<file path="config.mk">
export PLATFORM = sky130hd
export DESIGN_NAME = sad_decoder
export DESIGN_NICKNAME = d
export VERILOG_FILES = /design/src/hdl/sad_region_match.v /design/src/hdl/sad_decoder.v
export VERILOG_INCLUDE_DIRS = /design/src /design/src/hdl
export SDC_FILE = /design/constraint.sdc
export NUM_CORES = 1
export LEC_CHECK = 0
export BUFFER_PORTS_ARGS = -buffer_cell sky130_fd_sc_hd__buf_2
export CAP_MARGIN = 20
export CORE_ASPECT_RATIO = 0.5
export CORE_MARGIN = 8
export CORE_UTILIZATION = 49
export DETAILED_ROUTE_END_ITERATION = 10
export PLACE_DENSITY = 0.85
export SETUP_SLACK_MARGIN = 0.3
export SLEW_MARGIN = 0
export SYNTH_ARGS = -nofsm -noshare
export SYNTH_HDL_FRONTEND = slang
export SYNTH_SLANG_ARGS = --single-unit
</file>
<file path="constraint.sdc">
create_clock -name clk -period 1.8 [get_ports clk]
set_input_delay 0 -clock clk [delete_from_list [all_inputs] [get_ports clk]]
set_output_delay 0 -clock clk [all_outputs]
set_load 0.03 [all_outputs]
</file>
<file path="src/hdl/sad_consts.vh">
// Address map constants for the system address decoder.
// Included by the decoder and its assertion checker; definitions only.
`ifndef SAD_CONSTS_VH
`define SAD_CONSTS_VH
`define SAD_PERIPH_BASE 32'h1000_0000
`define SAD_PERIPH_MASK 32'hFFF0_0000
`define SAD_SLOT_MASK 32'hFFFF_F000
`define SAD_OFF_MISC 32'h0001_2000
`define SAD_OFF_UART 32'h0001_3000
`define SAD_OFF_FLASH_SPI 32'h0001_4000
`define SAD_OFF_DMA 32'h0001_5000
`define SAD_OFF_QSPI1 32'h0002_4000
`define SAD_OFF_QSPI2 32'h0003_4000
`define SAD_IOCP_BASE 32'h5000_0000
`define SAD_IOCP_WIDTH 6'h1C
`define SAD_FLASH_BASE 32'h2000_0000
`define SAD_FLASH_WIDTH 6'h1D
`define SAD_IRAM_BASE 32'h0800_0000
`define SAD_DRAM_BASE 32'h0900_0000
`define SAD_RAM_WIDTH_SMALL 6'h0F
`define SAD_RAM_WIDTH_LARGE 6'h10
`define SAD_SYSMEM_BASE_SMALL 32'hA000_0000
`define SAD_SYSMEM_WIDTH_SMALL 6'h12
`define SAD_SYSMEM_BASE_LARGE 32'h8000_0000
`define SAD_SYSMEM_WIDTH_LARGE 6'h1F
`define SAD_SEL_W 13
`define SAD_SEL_IRAM 0
`define SAD_SEL_DRAM 1
`define SAD_SEL_FLASH 2
`define SAD_SEL_SYSMEM 3
`define SAD_SEL_IOCP 4
`define SAD_SEL_MISC 5
`define SAD_SEL_UART 6
`define SAD_SEL_FLASH_SPI 7
`define SAD_SEL_DMA 8
`define SAD_SEL_QSPI1 9
`define SAD_SEL_QSPI2 10
`define SAD_SEL_ERR 11
`define SAD_SEL_FLASHW 12
`endif

</file>
<file path="src/hdl/sad_region_match.v">
// Power-of-two aligned region match on a 32-bit address.
// Purely combinational; base assumed aligned to its size.
`timescale 1ns/1ps
`default_nettype none
module sad_region_match
(
    // Address and region
    input wire [31:0] addr,
    input wire [31:0] base,
    input wire [5:0] width,
    input wire enable,
    // Result
    output wire hit
);
    wire [31:0] mask;
    assign mask = (width >= 6'd32) ? 32'h0000_0000 : (32'hFFFF_FFFF << width);
    assign hit = enable && ((addr & mask) == (base & mask));
endmodule // sad_region_match
`default_nettype wire

</file>
<file path="src/hdl/sad_decoder.v">
// System address decoder with boot vector selection.
// Assumes one request per cycle, answered the next cycle; single clock.
`timescale 1ns/1ps
`default_nettype none
`include "sad_consts.vh"
// Operation
// Peripheral space base configurable, default 0x1000_0000, one megabyte total.
// Misc controller 4K slot at peripheral offset 0x1_2000.
// Misc slot exists only for 600 and 900 class cores.
// Serial port 4K slot at peripheral offset 0x1_3000.
// First quad SPI 4K slot at peripheral offset 0x1_4000.
// Micro DMA 4K slot at peripheral offset 0x1_5000.
// Second quad SPI 4K slot at peripheral offset 0x2_4000.
// Third quad SPI 4K slot at peripheral offset 0x3_4000.
// Coherent port window, configurable base and width, default 0x5000_0000 upward 256MB.
// Flash window configurable, default 0x2000_0000 to 0x3FFF_FFFF.
// Flash window is read-only, reachable by fetches and loads.
// First quad SPI leaves reset in execute-in-place mode.
// Instruction RAM configurable base, 32KB small or 64KB large classes.
// Data RAM configurable base, 32KB small or 64KB large classes.
// Instruction RAM is reached over the system bus.
// Core local instruction memory config overrides instruction RAM base and size.
// Core local data memory config overrides data RAM base and size.
// Small classes map system memory at 0xA000_0000, 256K on-chip SRAM.
// Large classes map system memory from 0x8000_0000, external DDR.
// Board build ties reset vector to flash window base.
// Simulation build boots from image start, overridable by boot argument.
// Accesses hitting no region answer with a bus error.
module sad_decoder
#(
    parameter CORE_CLASS = 900,
    parameter BOARD_BUILD = 1,
    parameter [31:0] peripheral_base_param = `SAD_PERIPH_BASE,
    parameter [31:0] iocp_base_param = `SAD_IOCP_BASE,
    parameter [5:0] iocp_width_param = `SAD_IOCP_WIDTH,
    parameter [31:0] flash_window_base_param = `SAD_FLASH_BASE,
    parameter [5:0] flash_window_width_param = `SAD_FLASH_WIDTH,
    parameter [31:0] instr_ram_base_param = `SAD_IRAM_BASE,
    parameter [31:0] data_ram_base_param = `SAD_DRAM_BASE,
    parameter [31:0] sysmem_base_param = (CORE_CLASS >= 600) ?
        `SAD_SYSMEM_BASE_LARGE : `SAD_SYSMEM_BASE_SMALL,
    parameter [5:0] sysmem_width_param = (CORE_CLASS >= 600) ?
        `SAD_SYSMEM_WIDTH_LARGE : `SAD_SYSMEM_WIDTH_SMALL
)
(
    // Clock and reset
    input wire clk,
    input wire rst,
    input wire clk_en,
    // Core local memory configuration
    input wire core_has_local_instr_mem,
    input wire [31:0] core_local_instr_mem_base,
    input wire [5:0] core_local_instr_mem_width,
    input wire core_has_local_data_mem,
    input wire [31:0] core_local_data_mem_base,
    input wire [5:0] core_local_data_mem_width,
    // Simulation boot address
    input wire [31:0] image_start_addr,
    input wire boot_addr_override,
    input wire [31:0] boot_addr,
    // Core request
    input wire req_valid,
    input wire [31:0] req_addr,
    input wire req_write,
    input wire req_fetch,
    // Decoded request
    output reg [`SAD_SEL_W-1:0] sel_q,
    output reg [31:0] sel_addr_q,
    output reg sel_write_q,
    output reg err_q,
    // Boot and controller setup
    output reg [31:0] reset_vector_q,
    output reg flash_quad_spi_execute_in_place_q
);
    localparam LARGE = (CORE_CLASS >= 600) ? 1 : 0;
    localparam [5:0] RAM_W = LARGE ? `SAD_RAM_WIDTH_LARGE : `SAD_RAM_WIDTH_SMALL;

    wire [31:0] periph_off;
    wire periph_hit;
    wire [31:0] iram_base;
    wire [5:0] iram_width;
    wire [31:0] dram_base;
    wire [5:0] dram_width;
    wire [`SAD_SEL_W-1:0] hit;
    reg [`SAD_SEL_W-1:0] sel_d;

    assign iram_base = core_has_local_instr_mem ?
        core_local_instr_mem_base : instr_ram_base_param;
    assign iram_width = core_has_local_instr_mem ? core_local_instr_mem_width : RAM_W;
    assign dram_base = core_has_local_data_mem ?
        core_local_data_mem_base : data_ram_base_param;
    assign dram_width = core_has_local_data_mem ? core_local_data_mem_width : RAM_W;

    // Peripheral window and slot offset
    assign periph_hit = ((req_addr & `SAD_PERIPH_MASK) ==
        (peripheral_base_param & `SAD_PERIPH_MASK));
    assign periph_off = (req_addr & ~`SAD_PERIPH_MASK) & `SAD_SLOT_MASK;

    // Memory regions
    sad_region_match u_iram
    (
        .addr(req_addr),
        .base(iram_base),
        .width(iram_width),
        .enable(1'b1),
        .hit(hit[`SAD_SEL_IRAM])
    );
    sad_region_match u_dram
    (
        .addr(req_addr),
        .base(dram_base),
        .width(dram_width),
        .enable(1'b1),
        .hit(hit[`SAD_SEL_DRAM])
    );
    sad_region_match u_flash
    (
        .addr(req_addr),
        .base(flash_window_base_param),
        .width(flash_window_width_param),
        .enable(1'b1),
        .hit(hit[`SAD_SEL_FLASH])
    );
    sad_region_match u_sysmem
    (
        .addr(req_addr),
        .base(sysmem_base_param),
        .width(sysmem_width_param),
        .enable(1'b1),
        .hit(hit[`SAD_SEL_SYSMEM])
    );
    sad_region_match u_iocp
    (
        .addr(req_addr),
        .base(iocp_base_param),
        .width(iocp_width_param),
        .enable(1'b1),
        .hit(hit[`SAD_SEL_IOCP])
    );

    // Peripheral slots
    assign hit[`SAD_SEL_MISC] = periph_hit && (LARGE != 0) &&
        (periph_off == `SAD_OFF_MISC);
    assign hit[`SAD_SEL_UART] = periph_hit && (periph_off == `SAD_OFF_UART);
    assign hit[`SAD_SEL_FLASH_SPI] = periph_hit && (periph_off == `SAD_OFF_FLASH_SPI);
    assign hit[`SAD_SEL_DMA] = periph_hit && (periph_off == `SAD_OFF_DMA);
    assign hit[`SAD_SEL_QSPI1] = periph_hit && (periph_off == `SAD_OFF_QSPI1);
    assign hit[`SAD_SEL_QSPI2] = periph_hit && (periph_off == `SAD_OFF_QSPI2);
    assign hit[`SAD_SEL_ERR] = 1'b0;
    assign hit[`SAD_SEL_FLASHW] = 1'b0;

    // Priority select: local RAMs first, then peripherals, then large windows
    always @*
    begin
        sel_d = {`SAD_SEL_W{1'b0}};
        if (!req_valid)
        begin
            sel_d = {`SAD_SEL_W{1'b0}};
        end
        else if (hit[`SAD_SEL_IRAM])
        begin
            sel_d[`SAD_SEL_IRAM] = 1'b1;
        end
        else if (hit[`SAD_SEL_DRAM])
        begin
            sel_d[`SAD_SEL_DRAM] = 1'b1;
        end
        else if (hit[`SAD_SEL_QSPI2:`SAD_SEL_MISC] != 6'h00)
        begin
            sel_d[`SAD_SEL_QSPI2:`SAD_SEL_MISC] = hit[`SAD_SEL_QSPI2:`SAD_SEL_MISC];
        end
        else if (hit[`SAD_SEL_FLASH])
        begin
            if (req_write)
            begin
                sel_d[`SAD_SEL_FLASHW] = 1'b1;
            end
            else
            begin
                sel_d[`SAD_SEL_FLASH] = 1'b1;
            end
        end
        else if (hit[`SAD_SEL_IOCP])
        begin
            sel_d[`SAD_SEL_IOCP] = 1'b1;
        end
        else if (hit[`SAD_SEL_SYSMEM])
        begin
            sel_d[`SAD_SEL_SYSMEM] = 1'b1;
        end
        else
        begin
            sel_d[`SAD_SEL_ERR] = 1'b1;
        end
    end

    // Registered select and error answer
    always @(posedge clk or posedge rst)
    begin
        if (rst)
        begin
            sel_q <= {`SAD_SEL_W{1'b0}};
            sel_addr_q <= 32'h0000_0000;
            sel_write_q <= 1'b0;
            err_q <= 1'b0;
        end
        else if (clk_en)
        begin
            sel_q <= sel_d;
            sel_addr_q <= req_addr;
            sel_write_q <= req_write;
            err_q <= sel_d[`SAD_SEL_ERR] | sel_d[`SAD_SEL_FLASHW];
        end
    end

    // Boot vector and flash controller mode
    always @(posedge clk or posedge rst)
    begin
        if (rst)
        begin
            // Board build shows the flash base already while reset is held
            reset_vector_q <= (BOARD_BUILD != 0) ? flash_window_base_param : 32'h0000_0000;
            flash_quad_spi_execute_in_place_q <= 1'b1;
        end
        else if (clk_en)
        begin
            flash_quad_spi_execute_in_place_q <= 1'b1;
            if (BOARD_BUILD != 0)
            begin
                reset_vector_q <= flash_window_base_param;
            end
            else if (boot_addr_override)
            begin
                reset_vector_q <= boot_addr;
            end
            else
            begin
                reset_vector_q <= image_start_addr;
            end
        end
    end
endmodule // sad_decoder
`default_nettype wire

</file>
Word-level counts from Yosys, hierarchy flattened
Cells that the tools add are included.
{"block": "word_totals", "regBits": 47, "inputBits": 181, "output_inout_bits": 80, "elab_cells": 56}
{"block": "op_classes", "order_cmp": 2, "n_eq_ne": 11, "shift": 2, "mux": 25, "bitwise": 5, "n_reduce_logical": 7}
{"cell": "$and A32 B32 Y32", "n": 4}
{"cell": "$mux W32", "n": 4}
{"cell": "$eq A32 B32 Y1", "n": 2}
{"cell": "$shl A32 B6 Y32 const A", "n": 2}
{"cell": "$eq A8 B5 Y1 const B", "n": 4}
{"cell": "$mux W6", "n": 3}
{"cell": "$eq A8 B6 Y1 const B", "n": 2}
{"cell": "$mux W13", "n": 1}
{"cell": "$eq A12 B9 Y1 const B", "n": 1}
{"cell": "$ge A6 B6 Y1 const B", "n": 2}
{"cell": "$mux W1", "n": 12}
{"cell": "$mux W12", "n": 1}
{"cell": "$mux W11", "n": 1}
{"cell": "$logic_and A1 B1 Y1", "n": 6}
{"cell": "$reduce_bool A6 Y1", "n": 1}
{"cell": "$eq A4 B3 Y1 const B", "n": 1}
{"cell": "$mux W2", "n": 2}
{"cell": "$eq A3 B1 Y1 const B", "n": 1}
{"cell": "$mux W3", "n": 1}
{"cell": "$or A1 B1 Y1", "n": 1}

Depth between registers and ports, before layout
{"block": "depth", "word_depth": 9, "ltp_mapped": 11, "mapped_depth_nobuf": 7}

By module
From an unflattened synthesis, not the netlist that was laid out.
{"block": "hier_totals", "hier_cells": 719, "hier_area_um2": 5948.2}
{"mod": "sad_region_match", "n_inst": 5, "cells_per_inst": 93, "area_per_inst_um2": 653.1, "seq_area_each_um2": 0.0}
{"mod": "sad_decoder", "n_inst": 1, "cells_per_inst": 254, "area_per_inst_um2": 2682.6, "seq_area_each_um2": 1176.1}

Worst setup path before layout
OpenSTA, ideal clock, no wires.
{"block": "synth_path", "path_kind": "in2reg", "start": "input core_local_data_mem_width[3]", "end": "register sel_q[12]", "setup_time_ns": 0.144, "arrival_time_ns": 1.788, "required_ns": 1.656, "path_slack_ns": -0.131, "stages": 9, "n_path_buf": 2, "cell_sequence": "buf_2 > nand4_1 > a221oi_2 > a31oi_1 > a21o_1 > or4_4 > nor4_4 > buf_6 > o32ai_1"}
{"block": "synth_between", "elab_chain_len": 8, "word_cells_on_any_way": 10, "classes_between": "1 x order compare; 1 x eq/ne; 1 x shift; 5 x mux; 2 x bitwise"}
{"element": "from (decl)", "line_no": "sad_decoder.v:56", "rtl": "input wire [5:0] core_local_data_mem_width,"}
{"element": "$mux W6 (*)", "line_no": "sad_decoder.v:92", "rtl": "assign dram_width = core_has_local_data_mem ? core_local_data_mem_width : RAM_W;"}
{"element": "$shl A32 B6 Y32 or $ge A6 B6 Y1 (tied branches)", "line_no": "sad_region_match.v:16", "rtl": "assign mask = (width >= 6'd32) ? 32'h0000_0000 : (32'hFFFF_FFFF << width);"}
{"element": "$mux W32 (*)", "line_no": "sad_region_match.v:16"}
{"element": "$and A32 B32 Y32", "line_no": "sad_region_match.v:17", "rtl": "assign hit = enable && ((addr & mask) == (base & mask));"}
{"element": "$eq A32 B32 Y1 (*)", "line_no": "sad_region_match.v:17"}
{"element": "$mux W11 (*)", "line_no": "sad_decoder.v:164", "rtl": "else if (hit[`SAD_SEL_DRAM])"}
{"element": "$mux W12 (*)", "line_no": "sad_decoder.v:160", "rtl": "else if (hit[`SAD_SEL_IRAM])"}
{"element": "$mux W13 (*)", "line_no": "sad_decoder.v:156", "rtl": "if (!req_valid)"}
{"element": "to (signal assigned)", "line_no": "sad_decoder.v:202", "rtl": "sel_q <= {`SAD_SEL_W{1'b0}};"}
{"element": "to (signal assigned)", "line_no": "sad_decoder.v:209", "rtl": "sel_q <= sel_d;"}
{"element": "to (decl)", "line_no": "sad_decoder.v:67", "rtl": "output reg [`SAD_SEL_W-1:0] sel_q,"}
Every way passes the cells marked *; elsewhere a longest branch is shown, timed or not.
A chain may end at the register's enable or synchronous reset.

Worst setup path in the final report
{"block": "layout_path", "start": "input core_local_data_mem_width[2]", "end": "register sel_q[3]"}
The elaborated chain is that of the path after synthesis.

==> summary.md <==
| Metric | Value |
|---|---|
| Share of flip-flops with an asynchronous set or reset | `100.0%` |
| Leakage power | `roughly 3 nW` |
| Placer Congestion | `a little over 0.9` |
| Worst hold path class | `in -> reg` |
| Final net count | `963` |
| CP Launch Type | `primary input` |
| Global-route usage over all layers | `about a quarter` |
| Register-to-Register Path Depth | `1` |
| Reg2Reg Setup Slack | `1000 ps` |
| Drt pass-1 iters | `6` |
| Worst Tran Pin Value | `about 630 ps` |
| Initial drt markers | `roughly 500` |
| Comb pwr share | `between 40% and 50%` |
| Worst setup EP type | `flop` |
| Core ar. | `about 9000 sq um` |
| CTS tree | `yes` |
| Yosys cell types | `71` |
| # DRC | `0` |
| Worst skew pair latency | `about 300 ps` |
| Vias in the first global route | `5229` |
| Die area | `12620 sq um` |
| Post-route cell area | `6407 sq um` |
| Area Overhead vs Synth | `43.28%` |
| Internal power | `between 2 and 2.5 mW` |
| Seq/Total Area, Yosys | `26.30%` |
| Die extent in x | `around 150 um` |
| H-tree depth | `2` |
| Final setup fails | `0` |
| Global route overflow | `0` |
| Routed len/inst | `around 20 um` |
| Hold Path End | `sel_q[12]$_DFFE_PP0P_` |
| Tcrit/Tclk final | `between 90% and 100%` |
| Initial antenna violation count | `0` |
| Slew HR | `56.62%` |
| Ys Warns | `0` |
| Peak supply drop | `around 430 uV` |
| Fin cells | `900` |
| Crit path max fanout | `8` |
| CTS Root Cell | `clkbuf_16` |
| Skew final | `0 ps` |
| Starting Density | `50.82%` |
| Layout cell share with drive strength beyond 1 | `45.08%` |
| RSZ-0062 raised after global routing | `yes` |
| Max Root-Sink Buffers | `2` |
| Top Ports | `approximately 260` |
| Placed Area | `between 5000 and 6000 sq um` |
| Pins over their slew limit | `0` |
| Largest net degree at the start of global routing | `48` |
| Mean Syn Cell Area | `8.220 sq um` |
| Worst Hold Depth | `3` |
| Clock sink count | `47` |
| CP required | `around 2000 ps` |
| Post-Route WL | `18140 um` |
| #FFs+latches synth | `47` |
| Final Hold Viols | `0` |
| Maxcap violations | `0` |
| Mapped Area | `4472 sq um` |
| Switching part of the total | `38.18%` |
| Number of synthesized flops with an enable pin | `0` |
| Post-Syn Instances | `544` |
| Die Span Y | `83.55 um` |
| Via Count | `roughly 5.4k` |
| Antenna Cells | `0` |
| CP arrival | `1990 ps` |
| DP Cell Count | `roughly 900` |
| Sw power | `1.401 mW` |
| Hold Startpoint | `req_write` |
| Run status | `complete, no violations` |
| Worst r2r src | `sel_addr_q[19]$_DFFE_PP0P_` |
| Crit path time final | `around 1800 ps` |
| First-pass GRT wire length | `between 20000 and 30000 um` |
| Reg-to-reg endpoint | `sel_addr_q[19]$_DFFE_PP0P_` |
| Main flop type after synthesis | `dfrtp_1` |
| Clock power frac | `28.0%` |
| Row cnt | `24` |
| CTS buffer count | `5` |
| Via density | `between 6 and 7` |
| Sequential share of power | `between 30% and 40%` |
| Post-DP HPWL | `14070 um` |
| Final ANT Viol Nets | `0` |
| Reg clk slew, reported paths | `approximately 70 ps` |
| Critical path type | `in -> reg` |
| Fmax | `556.8 MHz` |
| PD cells | `around 570 nW/um^2` |
| Port Buf Inserts | `roughly 160` |
[cell type report]
| type | instances | area (sq um) |
|---|---|---|
| multi-input cells | 430 | 3043 |
| fillers | 667 | 2391 |
| repair buffers | 274 | 1799 |
| flip-flops and latches | 47 | 1176 |
| well taps | 117 | 146.4 |
| clock buffers | 5 | 125.1 |
| inverters | 24 | 90.09 |
| clock inverters | 3 | 27.53 |
[flip-flops by register name, summed over array words and instances, names as in the netlist]
signal	count
err_q	1
sel_addr_q	32
sel_q	13
sel_write_q	1
[power by group through the flow]
stage	Combinational, mW	Sequential, mW	Clock [mW]
3_3_place_gp	1.34	1.19	0
4_1_cts	1.39	1.18	1.03
2_1_floorplan	0.691	1.36	0
5_1_grt	1.55	1.19	1.08
6_report	1.47	1.18	1.03
3_5_place_dp	1.36	1.20	0
[worst max path at each step]
| stage | cells after the start | slack [ps] | to | startpoint |
|---|---|---|---|---|
| after floorplan | 8 | 9 | sel_q[12]$_DFFE_PP0P_ | req_addr[4] |
| after detailed placement | 10 | -310 | sel_q[2]$_DFFE_PP0P_ | core_has_local_data_mem |
| after global placement | 10 | -290 | sel_q[11]$_DFFE_PP0P_ | core_has_local_data_mem |
| after CTS | 10 | 60 | sel_q[1]$_DFFE_PP0P_ | core_local_data_mem_width[2] |
| final | 11 | 4 | sel_q[3]$_DFFE_PP0P_ | core_local_data_mem_width[2] |
| after global routing | 10 | -10 | sel_q[1]$_DFFE_PP0P_ | req_addr[11] |
[layer usage]
layer,up-vias,share of wire [%],GRT usage (%)
li1,2442,-,-
met1,2550,39,33.92
met2,362,47,43.80
met3,52,11,5.032
met4,0,2.0,6.601
met5,-,0,0
[logic make-up (layout without fill, tap and decap cells)]
logic type / Yosys count / in the layout / synth area share [%]
simple gates: 181 / 181 / 23.45
compound gates: 161 / 161 / 25.04
buf+inv: 98 / 306 / 12.17
flops: 47 / 47 / 26.30
mux: 38 / 38 / 9.541
xor+xnor: 17 / 17 / 3.330
other cells: 2 / 33 / 0.1679
[worst max-delay path, stage by stage]
cell and delay, ps:
buf_6 120, buf_12 130, or3_4 370, buf_4 160
o2111ai_1 170, o21ai_1 110, a32oi_2 290, nor4_4 70
buf_6 150, buf_12 140, o32ai_1 280
[cells in the mapped netlist, drive strengths merged, types with 4 or more instances]
cell      n  area [sq um]
nand2    39         146.4
dfrtp    47          1176
nand3    10         50.05
nand2b   14         87.58
o211ai    5         37.54
and2      6         37.54
or3       4         25.02
inv      23         86.33
a32o      5         50.05
o41ai     5         43.79
a2111oi   4         35.03
nor4      8         65.06
nand4     8         50.05
a31oi     7         43.79
a32oi     7         61.31
a211oi    4         30.03
nor3      8         40.04
or4       5         41.29
o2111ai   6         52.55
nor3b     8         60.06
xnor2    10         87.58
buf      63         411.6
o32ai     5         43.79
or2       5         31.28
o21ai    43         215.2
o22ai     7         43.79
mux2     37         416.7
o31ai     9         67.56
clkbuf   11         42.54
a21oi    20         100.1
nor2     27         103.9
and3      4         25.02
and3b     4         35.03
a221oi    5         50.04
a21o      4         30.03
nand3b   14         105.1
xor2      7         61.31
nor2b     4         25.02
[placed cells by master (no fill, tap or decap), drive strengths merged, types with 8 or more instances in the layout]
cell,synthesis,final
nor3,8,8
nand2,39,39
nand3,10,10
buf,63,268
nand4,8,8
o21ai,43,43
conb,2,33
xnor2,10,10
nor3b,8,8
nor2,27,27
o31ai,9,9
nor4,8,8
clkbuf,11,8
mux2,37,37
dfrtp,47,47
a21oi,20,20
nand2b,14,14
inv,23,25
nand3b,14,14
[timing repair]
action,4_1_cts,5_1_grt
setup buffers,0,6
cloned,0,1
hold endpoints to repair,49,0
endpoints found under the setup margin,14,14
pin swaps,4,15
gates resized for setup,11,47
hold buffers,3,0
[per-stage QoR]
stage	TNS (ps)	total power [mW]	setup slack (ps)	util, %	hold WS [ps]
2_1_floorplan	0	2.053	8.975	-	151.7
3_3_place_gp	-3606	2.534	-285.5	67.46	183.8
3_5_place_dp	-3859	2.560	-312.5	67.46	198.5
4_1_cts	0	3.595	57.23	69.99	4.209
5_1_grt	-40.48	3.819	-14.18	72.82	6.569
6_report	0	3.668	4.173	72.82	6.302
Power figures use the tool's default switching activity.
